===== config.mk =====
export PLATFORM = sky130hd
export DESIGN_NAME = ces_sequencer
export DESIGN_NICKNAME = d
export VERILOG_FILES = /design/src/hw/ces_pkg.sv /design/src/hw/ces_sequencer.sv
export VERILOG_INCLUDE_DIRS = /design/src /design/src/hw
export SDC_FILE = /design/constraint.sdc
export NUM_CORES = 1
export LEC_CHECK = 0
export BUFFER_PORTS_ARGS = -buffer_cell sky130_fd_sc_hd__buf_4
export CORE_MARGIN = 2
export CORE_UTILIZATION = 50
export DETAILED_ROUTE_END_ITERATION = 12
export GPL_TIMING_DRIVEN = 0
export MAX_ROUTING_LAYER = met4
export PLACE_DENSITY = 0.82
export SYNTH_ARGS = -nofsm -noshare
export SYNTH_HDL_FRONTEND = slang
export SYNTH_SLANG_ARGS = --single-unit
export TNS_END_PERCENT = 10

===== constraint.sdc =====
create_clock -name clk_i -period 4.2 [get_ports clk_i]
set_clock_uncertainty 0.05 [all_clocks]
set_input_delay 0.84 -clock clk_i [delete_from_list [all_inputs] [get_ports clk_i]]
set_output_delay 0.84 -clock clk_i [all_outputs]
set_load 0.01 [all_outputs]

===== src/hw/ces_map.svh =====
`ifndef CES_MAP_SVH
`define CES_MAP_SVH
// register offsets on the wishbone slave
`define CES_ADR_CSW   8'h00
`define CES_ADR_SSW   8'h04
`define CES_ADR_LINK  8'h08
`define CES_ADR_INFO  8'h0C
// exception vectors
`define CES_VEC_RESET 32'h00000000
`define CES_VEC_UNDEF 32'h00000004
`define CES_VEC_TRAP  32'h00000008
`define CES_VEC_PABT  32'h0000000C
`define CES_VEC_DABT  32'h00000010
`define CES_VEC_RSVD  32'h00000014
`define CES_VEC_IRQ   32'h00000018
`define CES_VEC_FIQ   32'h0000001C
// mode field encodings
`define CES_MODE_USR  5'h10
`define CES_MODE_FIQ  5'h11
`define CES_MODE_IRQ  5'h12
`define CES_MODE_SVC  5'h13
`define CES_MODE_ABT  5'h17
`define CES_MODE_UND  5'h1B
`define CES_MODE_SYS  5'h1F
// status word layout and reset value
`define CES_BIT_I     7
`define CES_BIT_F     6
`define CES_BIT_T     5
`define CES_CSW_RST   8'hD3
// link offsets and fast bank size
`define CES_LINK_NEAR 32'h00000004
`define CES_LINK_FAR  32'h00000008
`define CES_FAST_BANKED 8
`endif


===== src/hw/ces_pkg.sv =====
package ces_pkg;
  // exception kinds
  typedef enum logic [2:0] {
    EXC_RESET = 3'h0,
    EXC_UNDEF = 3'h1,
    EXC_TRAP  = 3'h2,
    EXC_PABT  = 3'h3,
    EXC_DABT  = 3'h4,
    EXC_IRQ   = 3'h6,
    EXC_FIQ   = 3'h7
  } ces_exc_e;
  // instruction class in execute
  typedef enum logic [2:0] {
    OP_OTHER = 3'h0,
    OP_LOAD  = 3'h1,
    OP_STORE = 3'h2,
    OP_SWAP  = 3'h3,
    OP_LDM   = 3'h4,
    OP_BLKST = 3'h5
  } ces_op_e;
  // sequencer state
  typedef enum logic {
    ST_RUN   = 1'b0,
    ST_CHAIN = 1'b1
  } ces_state_e;
  // status word control bits
  typedef struct packed {
    logic       i;
    logic       f;
    logic       t;
    logic [4:0] mode;
  } ces_status_s;
  // memory cycle report
  typedef struct packed {
    logic done;
    logic fetch;
    logic write;
    logic abort;
  } ces_mem_s;
  // pipeline report
  typedef struct packed {
    logic        advance;
    logic        flush;
    logic        exec_valid;
    logic        cond_pass;
    logic        instr_end;
    logic        undef;
    logic        cp_accept;
    logic        swtrap;
    ces_op_e     op;
    logic        base_wb;
    logic        base_loaded;
    logic [31:0] pc;
  } ces_pipe_s;
  // entry command to the core
  typedef struct packed {
    logic        take;
    ces_exc_e    kind;
    logic [31:0] vector;
    logic [31:0] link;
    logic [4:0]  mode;
  } ces_entry_s;
  // write suppression strobes
  typedef struct packed {
    logic rf_block;
    logic mem_wr_block;
    logic base_revert;
    logic base_wb_ok;
    logic pc_keep;
  } ces_guard_s;
endpackage


===== src/hw/ces_sequencer.sv =====
`timescale 1ns/10ps
`include "ces_map.svh"
// Behaviour
// - fast request passes two-flop synchronizer
// - fast request tested each boundary unless masked
// - normal request synchronized, below fast, masked
// - normal request ignored while its mask set
// - abort sampled at memory cycle end
// - fetch abort tags instruction until execute
// - unexecuted tagged instruction takes no abort
// - aborted single load blocks register write
// - swap read abort blocks write and register
// - swap write abort blocks register update
// - aborted block transfer completes with writeback
// - block load abort blocks writes, reverts base if loaded
// - aborted block load keeps program counter
// - fixed vectors, reserved slot never used
// - entry sets normal mask, fast mask only on reset or fast entry, and forces mode
// - unhandled instruction takes undefined trap
// - software trap enters supervisor mode
// - simultaneous exceptions resolved by fixed priority
// - data abort then fast entry immediately
// - fast mode banks eight registers in wide state only
// - entry saves link, status, forces vector
// - five-bit mode encodings
// - entry always in wide state
// - link is address plus four or eight
module ces_sequencer #(
  parameter int BANKED = `CES_FAST_BANKED // fast bank size
) (
  input  wire logic              clk_i,     // 40 MHz clock
  input  wire logic              rst_i,     // sync reset, high
  input  wire logic              ce_i,      // clock enable
  input  wire logic              wb_cyc_i,  // bus cycle
  input  wire logic              wb_stb_i,  // bus strobe
  input  wire logic              wb_we_i,   // bus write
  input  wire logic [7:0]        wb_adr_i,  // byte address
  input  wire logic [31:0]       wb_dat_i,  // write data
  input  wire logic [3:0]        wb_sel_i,  // byte lanes
  output logic      [31:0]       wb_dat_o,  // read data
  output logic                   wb_ack_o,  // bus ack
  input  wire logic              fast_request_n_i,   // pin, low
  input  wire logic              normal_request_n_i, // pin, low
  input  wire logic              reset_req_i, // reset request
  input  wire ces_pkg::ces_mem_s  mem_i,    // memory report
  input  wire ces_pkg::ces_pipe_s pipe_i,   // pipeline report
  output ces_pkg::ces_entry_s     entry_o,  // entry command
  output ces_pkg::ces_status_s    status_o, // current status
  output ces_pkg::ces_guard_s     guard_o,  // suppressions
  output logic      [BANKED-1:0] bank_map_o // fast bank select
);
  import ces_pkg::*;

  // vector per exception kind
  function automatic logic [31:0] vec_of(input ces_exc_e k);
    case (k)
      EXC_RESET: vec_of = `CES_VEC_RESET;
      EXC_UNDEF: vec_of = `CES_VEC_UNDEF;
      EXC_TRAP:  vec_of = `CES_VEC_TRAP;
      EXC_PABT:  vec_of = `CES_VEC_PABT;
      EXC_DABT:  vec_of = `CES_VEC_DABT;
      EXC_IRQ:   vec_of = `CES_VEC_IRQ;
      default:   vec_of = `CES_VEC_FIQ;
    endcase
  endfunction

  // entry mode per exception kind
  function automatic logic [4:0] mode_of(input ces_exc_e k);
    case (k)
      EXC_UNDEF:          mode_of = `CES_MODE_UND;
      EXC_PABT, EXC_DABT: mode_of = `CES_MODE_ABT;
      EXC_IRQ:            mode_of = `CES_MODE_IRQ;
      EXC_FIQ:            mode_of = `CES_MODE_FIQ;
      default:            mode_of = `CES_MODE_SVC;
    endcase
  endfunction

  // saved status slot per mode
  function automatic logic [2:0] slot_of(input logic [4:0] m);
    case (m)
      `CES_MODE_FIQ: slot_of = 3'h0;
      `CES_MODE_IRQ: slot_of = 3'h1;
      `CES_MODE_SVC: slot_of = 3'h2;
      `CES_MODE_ABT: slot_of = 3'h3;
      `CES_MODE_UND: slot_of = 3'h4;
      default:       slot_of = 3'h5;
    endcase
  endfunction

  logic        fq_s1_r, fq_s2_r;   // fast synchronizer
  logic        nq_s1_r, nq_s2_r;   // normal synchronizer
  ces_status_s csw_r;              // current status word
  logic [7:0]  ssw_r [6];          // saved status words
  logic [31:0] link_r;             // last saved link
  ces_exc_e    last_r;             // last exception kind
  ces_state_e  st_r;               // sequencer state
  ces_state_e  st_nxt;             // next state
  logic        tag_dec_r;          // abort tag in decode
  logic        tag_exe_r;          // abort tag in execute
  logic        da_pend_r;          // data abort pending
  logic        abt_seen_r;         // abort within instruction
  logic        ack_r;              // bus ack
  logic [31:0] rd_r;               // bus read data
  ces_entry_s  entry_r;            // registered entry

  // request qualification
  wire fiq_act  = ~fq_s2_r & ~csw_r.f;
  wire irq_act  = ~nq_s2_r & ~csw_r.i;
  wire bound    = ce_i & pipe_i.instr_end;
  wire executed = pipe_i.exec_valid & pipe_i.cond_pass;
  wire pabt_hit = tag_exe_r & executed;
  wire undef_hit = executed & pipe_i.undef
                 & ~pipe_i.cp_accept;
  wire trap_hit = executed & pipe_i.swtrap
                 & ~undef_hit;

  // memory abort sampling
  wire mem_end   = ce_i & mem_i.done & mem_i.abort;
  wire fetch_abt = mem_end & mem_i.fetch;
  wire dabt_now  = mem_end & ~mem_i.fetch;
  wire da_any    = dabt_now | da_pend_r;
  wire abt_any   = dabt_now | abt_seen_r;

  // fixed priority choice
  wire      chain_go = (st_r == ST_CHAIN) & ce_i & fiq_act;
  wire      norm_go  = bound & (da_any | fiq_act | irq_act
                     | pabt_hit | undef_hit | trap_hit);
  wire      take_w   = (ce_i & reset_req_i) | chain_go | norm_go;
  ces_exc_e kind_w;
  assign kind_w = reset_req_i ? EXC_RESET :
                  chain_go    ? EXC_FIQ   :
                  da_any      ? EXC_DABT  :
                  fiq_act     ? EXC_FIQ   :
                  irq_act     ? EXC_IRQ   :
                  pabt_hit    ? EXC_PABT  :
                  undef_hit   ? EXC_UNDEF : EXC_TRAP;
  wire [4:0]  new_mode = mode_of(kind_w);
  wire [31:0] link_w   = pipe_i.pc + ((kind_w == EXC_DABT)
                       ? `CES_LINK_FAR : `CES_LINK_NEAR);

  // state machine for abort to fast chaining
  always_comb begin
    st_nxt = st_r;
    case (st_r)
      ST_RUN: begin
        if (take_w && kind_w == EXC_DABT && fiq_act) begin
          st_nxt = ST_CHAIN;
        end
      end
      ST_CHAIN: begin
        if (ce_i) begin
          st_nxt = ST_RUN;
        end
      end
      default: st_nxt = ST_RUN;
    endcase
  end

  // input synchronizers
  always_ff @(posedge clk_i) begin
    if (rst_i) begin
      fq_s1_r <= 1'b1;
      fq_s2_r <= 1'b1;
      nq_s1_r <= 1'b1;
      nq_s2_r <= 1'b1;
    end else if (ce_i) begin
      fq_s1_r <= fast_request_n_i;
      fq_s2_r <= fq_s1_r;
      nq_s1_r <= normal_request_n_i;
      nq_s2_r <= nq_s1_r;
    end
  end

  // prefetch abort tag tracking
  always_ff @(posedge clk_i) begin
    if (rst_i || (ce_i && (pipe_i.flush || take_w))) begin
      tag_dec_r <= 1'b0;
      tag_exe_r <= 1'b0;
    end else if (ce_i) begin
      if (pipe_i.advance) begin
        tag_exe_r <= tag_dec_r;
        tag_dec_r <= fetch_abt;
      end else if (fetch_abt) begin
        tag_dec_r <= 1'b1;
      end
    end
  end

  // data abort bookkeeping, clear wins over set
  always_ff @(posedge clk_i) begin
    if (rst_i) begin
      da_pend_r  <= 1'b0;
      abt_seen_r <= 1'b0;
    end else if (ce_i) begin
      if (dabt_now) begin
        da_pend_r  <= ~(take_w && kind_w == EXC_DABT);
        abt_seen_r <= ~pipe_i.instr_end;
      end else begin
        if (take_w && kind_w == EXC_DABT) begin
          da_pend_r <= 1'b0;
        end
        if (pipe_i.instr_end) begin
          abt_seen_r <= 1'b0;
        end
      end
    end
  end

  // bus write decode, lands at the ack edge
  wire bus_req = wb_cyc_i & wb_stb_i;
  wire csw_wr  = ce_i & bus_req & wb_we_i & ack_r & wb_sel_i[0]
               & (wb_adr_i == `CES_ADR_CSW);

  // status word and entry
  always_ff @(posedge clk_i) begin
    if (rst_i) begin
      csw_r   <= ces_status_s'(`CES_CSW_RST);
      st_r    <= ST_RUN;
      entry_r <= '0;
      link_r  <= '0;
      last_r  <= EXC_RESET;
    end else if (ce_i) begin
      st_r          <= st_nxt;
      entry_r.take  <= take_w;
      if (take_w) begin
        entry_r.kind   <= kind_w;
        entry_r.vector <= vec_of(kind_w);
        entry_r.link   <= link_w;
        entry_r.mode   <= new_mode;
        link_r         <= link_w;
        last_r         <= kind_w;
        csw_r.mode     <= new_mode;
        csw_r.i        <= 1'b1;
        csw_r.t        <= 1'b0;
        if (kind_w == EXC_RESET || kind_w == EXC_FIQ) begin
          csw_r.f <= 1'b1;
        end
      end else if (csw_wr) begin
        csw_r <= ces_status_s'(wb_dat_i[7:0]);
      end
    end
  end

  // saved status words
  always_ff @(posedge clk_i) begin
    if (rst_i) begin
      for (int n = 0; n < 6; n++) begin
        ssw_r[n] <= '0;
      end
    end else if (ce_i && take_w) begin
      ssw_r[slot_of(new_mode)] <= csw_r;
    end
  end

  // wishbone slave read path
  wire [2:0]  cur_slot = slot_of(csw_r.mode);
  wire [31:0] ssw_rd   = (cur_slot == 3'h5) ? 32'h00000000
                       : {24'h000000, ssw_r[cur_slot]};
  wire [31:0] info_rd  = {24'h000000, st_r, da_pend_r, tag_exe_r,
                          ~nq_s2_r, ~fq_s2_r, last_r};
  wire [31:0] rd_w =
    (wb_adr_i == `CES_ADR_CSW)  ? {24'h000000, csw_r} :
    (wb_adr_i == `CES_ADR_SSW)  ? ssw_rd :
    (wb_adr_i == `CES_ADR_LINK) ? link_r :
    (wb_adr_i == `CES_ADR_INFO) ? info_rd : 32'h00000000;

  // ack one cycle after request, read data latched
  always_ff @(posedge clk_i) begin
    if (rst_i) begin
      ack_r <= 1'b0;
      rd_r  <= '0;
    end else if (ce_i) begin
      ack_r <= bus_req & ~ack_r;
      rd_r  <= rd_w;
    end
  end

  // write suppression strobes
  wire op_ldm  = pipe_i.op == OP_LDM;
  wire op_swap = pipe_i.op == OP_SWAP;
  assign guard_o.rf_block = abt_any & (op_ldm | op_swap
                          | pipe_i.op == OP_LOAD);
  assign guard_o.mem_wr_block = op_swap & (abt_seen_r
                          | (dabt_now & ~mem_i.write));
  assign guard_o.base_revert = abt_any & op_ldm
                          & pipe_i.base_loaded;
  assign guard_o.base_wb_ok = pipe_i.base_wb;
  assign guard_o.pc_keep = abt_any & op_ldm;

  // outputs
  assign entry_o    = entry_r;
  assign status_o   = csw_r;
  assign wb_ack_o   = ack_r;
  assign wb_dat_o   = rd_r;
  assign bank_map_o = (csw_r.mode == `CES_MODE_FIQ && !csw_r.t)
                    ? {BANKED{1'b1}} : {BANKED{1'b0}};
endmodule // ces_sequencer


### Word-level counts from Yosys, hierarchy flattened

Memory sizes are Yosys's and may differ from the RTL's.
Index checks and enable logic that the tools add are counted.

* add/sub/neg operators: 1
* equal/unequal tests: 24
* multiplexer cells: 39
* bitwise operators: 53
* reduce and logical (&&, ||, !) cells: 24

Operators by type and width (number)
* two-way mux 32 bit: 3
* equality test 5 bit, second input constant: 10
* two-way mux 8 bit: 6
* adder 32 x 4 -> 32 bit: 1
* case mux 3 bit (5 select lines): 2
* case mux 5 bit (6 select lines): 1
* AND 1 bit: 29
* two-way mux 3 bit: 8
* equality test 8 x 4 -> 1 bit, second input constant: 2
* case mux 4 bit (4 select lines): 1
* equality test 3 bit, second input constant: 5
* two-way mux 1 bit: 14
* NOT 1 bit: 12
* OR 1 bit: 12
* AND reduction 2 bit: 6
* equality test 3 x 2 -> 1 bit, second input constant: 3
* equality test 8 x 3 -> 1 bit, second input constant: 1
* zero test 8 bit: 1
* nonzero test 2 bit: 4
* OR reduction 8 bit: 1
* equality test 3 x 1 -> 1 bit, second input constant: 2
* logical AND 1 bit: 5
* two-way mux 2 bit: 2
* two-way mux 4 bit: 1
* 7 further kinds: 9

* register bits after elaboration: 123
* RAM bits: 48
* input port bits: 102
* output and inout port bits: 127
* memories kept: 1

Memory list
* ssw_r: depth 6, width 8, read ports 1, clocked after memory_dff 0, wr ports 6, RTL line ces_sequencer.sv:93 `logic [7:0] ssw_r [6];`

### Logic depth before layout (Yosys ltp)

* depth after elaboration: 18
* gate-level depth with buffers: 14

### Worst setup path after synthesis

No wires, ideal clock.

* kind: input port to flip-flop
* from: input ce_i
* to: register entry_r, in the netlist entry_o[25]
* library setup time: 0.086 ns
* arrival time: 3.319 ns
* path slack: 0.745 ns
* stages on the path: 13
* path buffers: 1
* path through: and4b_1 buf_2 o22ai_1 nor2_1 inv_1 ha_1 inv_1 fa_1 nand3b_1 or4_1 nor2_1 xnor2_1 a211oi_1

* longest elaborated chain between the ends: 12
* elaborated cells on any way between the ends: 23
* classes of those cells: 1 x add/sub; 1 x eq/ne; 4 x mux; 16 x bitwise; 1 x reduce/logical

RTL lines
* start, declared: RTL line ces_sequencer.sv:33 `input wire logic ce_i,`
* branches (longest 12 deep; another with adder 32 x 4 -> 32 bit)
* end, declared: RTL line ces_sequencer.sv:104 `ces_entry_s entry_r;`

Several ways; the timed one is not identified.
A chain may end at the register's enable or synchronous reset.

### Worst setup path in the final report

* from: input ce_i
* to: register entry_r, in the netlist entry_o[23]

The elaborated chain is that of the path after synthesis.

==> summary.md <==
| Metric | Value |
|---|---|
| Final nets | 1095 |
| H-Tree Depth | 4 |
| Cells after Synth | 773 |
| Worst Reg-to-Reg Cells | 14 |
| Final antenna-violating net count | 0 |
| PostCTS Resize Cnt | 0 |
| Layout cells sized above 1 | 26.7% |
| Crit path DAT | 4160 ps |
| Required @ worst endpoint | 4480 ps |
| Ant diodes | 0 |
| WHS Path Cells | 1 |
| Crit path launch type | input pin |
| Worst path most repeated cell | inv_1 |
| Max Cap Violations | 0 |
| Vias in the first global route | 6155 |
| Clock Tree Buf Depth | 2 |
| Final Cycle Share | 92.5% |
| First-pass GRT wire length | 32.2 mm |
| Flop2flop setup slack | 420 ps |
| P&R area growth vs syn | 31.6% |
| Residual DRC count | 0 |
| CP Capture Type | flip-flop |
| Hold Crit Start | entry_o[2] |
| Synth top area cells | dfxtp_1 (27%), edfxtp_1 (17%), a21oi_1 (5.6%), nor2_1 (5.0%), buf_4 (4.4%) |
| CTS hold repair buffers | 0 |
| Slew headroom | 36.0% |
| Final Max Tran Viols | 0 |
| Maximum VDD drop | 242 uV |
| Syn. warnings | 0 |
| Outcome | completed |
| Core Region | 13300 sq um |
| Input/output buffers | 168 |
| Unrepaired setup endpoints after global routing | no |
| Max frequency | 0.257 GHz |
| Grt ovf | 0 |
| Via count | 6480 |
| Drt via density | 5.50 |
| Power Dens Cells | 372 nW/um^2 |
| Total global-route track usage | 29.6% |
| CTS tree | done |
| Final Power | 3.38 mW |
| Post-route cell area | 9080 sq um |
| Root Buffer | clkbuf_16 |
| Ys flop type | dfxtp_1 |
| Fin. Hold Viols | 0 |
| Crit Path Max Fanout | 10 |
| Hold endpoint | entry_o[2] |
| Initial core utilization | 51.7% |
| Post-synthesis sequential area ratio | 44.4% |
| Slowest CP cell | nor3_1 |
| Crit-path cells | buf_4 > clkbuf_1 > nand2_1 > o22ai_1 > nor2_1 > inv_1 > ha_1 > inv_1 > fa_1 > nand3b_1 > nor3_1 > nand4_1 > xor2_1 > a211oi_1 |
| Num Clock Sinks | 133 |
| Min Tclk post-route | 3880 ps |
| Row count | 42 |
| Cell taking the most area after synthesis | dfxtp_1 |
| Mean post-synth cell area | 8.92 sq um |
| Post-synth ARST share | 0% |
| Die height | 121 microns |
| Worst slack at placement | -59.3 ps |
| EDFF count, synth | 40 |
| CP Class | input pin to flip-flop |
| Fillers | 1152 |
| Worst Tran Pin Value | 935 ps |
| Die X | 121 microns |
| DRT Pass-1 Iters | 5 |
| Clock latency on the worst-skew pair | 420 ps |
| Reg-to-Reg End | entry_o[23] |
| Number of buffers added for setup after CTS | 0 |
| First DRT Iteration DRCs | 417 |
| Cell Area, Synth | 6900 sq um |
| Largest net degree at the start of global routing | 17 |
| Num ports | 229 |
| Routed len/inst | 17.8 microns |
| Netlist cell types | 66 |
| Worst R2R Start | status_o[6] |
| Top-area cell type share of the netlist area | 27.0% |
| Clk pin slew, worst setup/hold paths | 60 ps |
| Antenna violations before repair | 0 |
| Worst hold path class | flip-flop to flip-flop |
| CP Buf/Inv Count | 4 |
| Worst path max stage delay | 650 ps |
| Setup WS post-layout | 316 ps |
| Seq cells post-synth | 133 |
| Cts bufs inserted | 17 |
| Area after DPL | 8490 sq um |
| Leakage | 3.78 nW |
| DRT Wirelength | 21.0 mm |
| Die area | 14800 sq um |
| Cell family with most CP delay | simple AND/OR/NAND/NOR gates |
| Post-DP HPWL | 15.6 mm |
| GP Congestion | 0.941 |
| # setup viols final | 0 |
==> worst register-to-register path, cell delays in order, from the launching register on <==
cell and delay (ps):
dfxtp_1 310, buf_2 200, or2_0 240, buf_2 180, o22ai_1 190, nor2_1 140, inv_1 150, ha_1 170
inv_1 50, fa_1 410, nand3b_1 350, nor3_1 650, nand4_1 190, xor2_1 170, a211oi_1 240
==> power by group <==
group	switching (mW)	internal, mW	total, mW	leakage (nW)
sequential	0.0431	1.38	1.43	1.17
combinational	0.261	0.205	0.467	2.32
clock	0.545	0.937	1.48	0.290
==> logic make-up after synthesis <==
group,share of synthesized area [%]
AO/OA/AOI/OAI,17.1
XOR/XNOR,3.56
adder cells (fa/ha/maj),0.653
buffers and inverters,8.71
flip-flops,44.4
multiplexers,1.47
other,0.0544
AND/OR/NAND/NOR,24.0
==> worst max path at each step <==
| stage | cells after the start | startpoint | slack (ps) | end |
|---|---|---|---|---|
| floorplan | 13 | ce_i | 750 | entry_o[25] |
| global placement | 14 | ce_i | -20 | entry_o[23] |
| detailed placement | 14 | ce_i | -60 | entry_o[23] |
| CTS | 14 | ce_i | 350 | entry_o[29] |
| global route | 14 | ce_i | 50 | entry_o[29] |
| finish | 14 | ce_i | 320 | entry_o[23] |
==> routing by layer <==
layer	part of all wire (%)	track usage, %	up-vias
li1	-	-	3105
met1	41	36.9	3040
met2	47	45.2	287
met3	8.7	8.22	48
met4	3.1	12.6	0
met5	0	-	-
==> registers in the layout, summed over array words and instances, names as in the netlist <==
| register | count |
|---|---|
| abt_seen_r | 1 |
| fq_s1_r | 1 |
| wb_ack_o | 1 |
| da_pend_r | 1 |
| st_r | 1 |
| tag_dec_r | 1 |
| fq_s2_r | 1 |
| wb_dat_o | 32 |
| ssw_r | 40 |
| entry_o | 43 |
| nq_s2_r | 1 |
| nq_s1_r | 1 |
| status_o | 8 |
| tag_exe_r | 1 |
==> Yosys cell counts, types with 3 or more instances <==
cell type,count
nand2_1,35
inv_1,19
dfxtp_1,93
o21ai_0,7
o21a_1,5
a211oi_1,35
xnor2_1,16
o22ai_1,11
or2_2,3
buf_1,3
nor2_1,91
and2_1,27
nand3_1,24
nor4_2,4
nand2b_1,12
a211o_1,5
mux2i_1,9
nor3_1,24
nor2b_1,43
clkbuf_1,39
buf_2,9
buf_4,40
o211ai_1,11
or4_1,3
edfxtp_1,40
nand4_1,17
xor2_1,12
and4b_1,3
a21oi_1,77
nor4_4,3
o31ai_1,8
==> metrics by stage <==
| step | utilization, % | cells | TNS (ps) | hold slack, ps |
|---|---|---|---|---|
| after floorplan | - | 803 | 0 | 381 |
| after global placement | 63.6 | 1147 | -16.0 | 389 |
| after detailed placement | 63.6 | 1147 | -192 | 392 |
| after CTS | 68.0 | 1179 | 0 | 412 |
| after global routing | 68.0 | 1179 | 0 | 434 |
| final | 68.0 | 1179 | 0 | 404 |
==> cells in the final DEF, fill, tap and decap left out, types with 27 or more instances in the layout <==
cell and count:
buf_4 208, dfxtp_1 93, nor2_1 91, a21oi_1 77, clkbuf_1 43, nor2b_1 43, edfxtp_1 40, a211oi_1 35
nand2_1 35, conb_1 31, and2_1 27
==> cell type report <==
cell class                      count  area, sq um  area share (%)
Buffer                             93          526            5.79
Tap cell                          176          220            2.43
Clock inverter                      8         95.1            1.05
Sequential cell                   133         3060            33.7
Clock buffer                       24          493            5.43
Multi-Input combinational cell    557         3350            36.9
Inverter                           20         75.1           0.827
Timing Repair Buffer              168         1260            13.9
(Power assumes the default switching activity.)
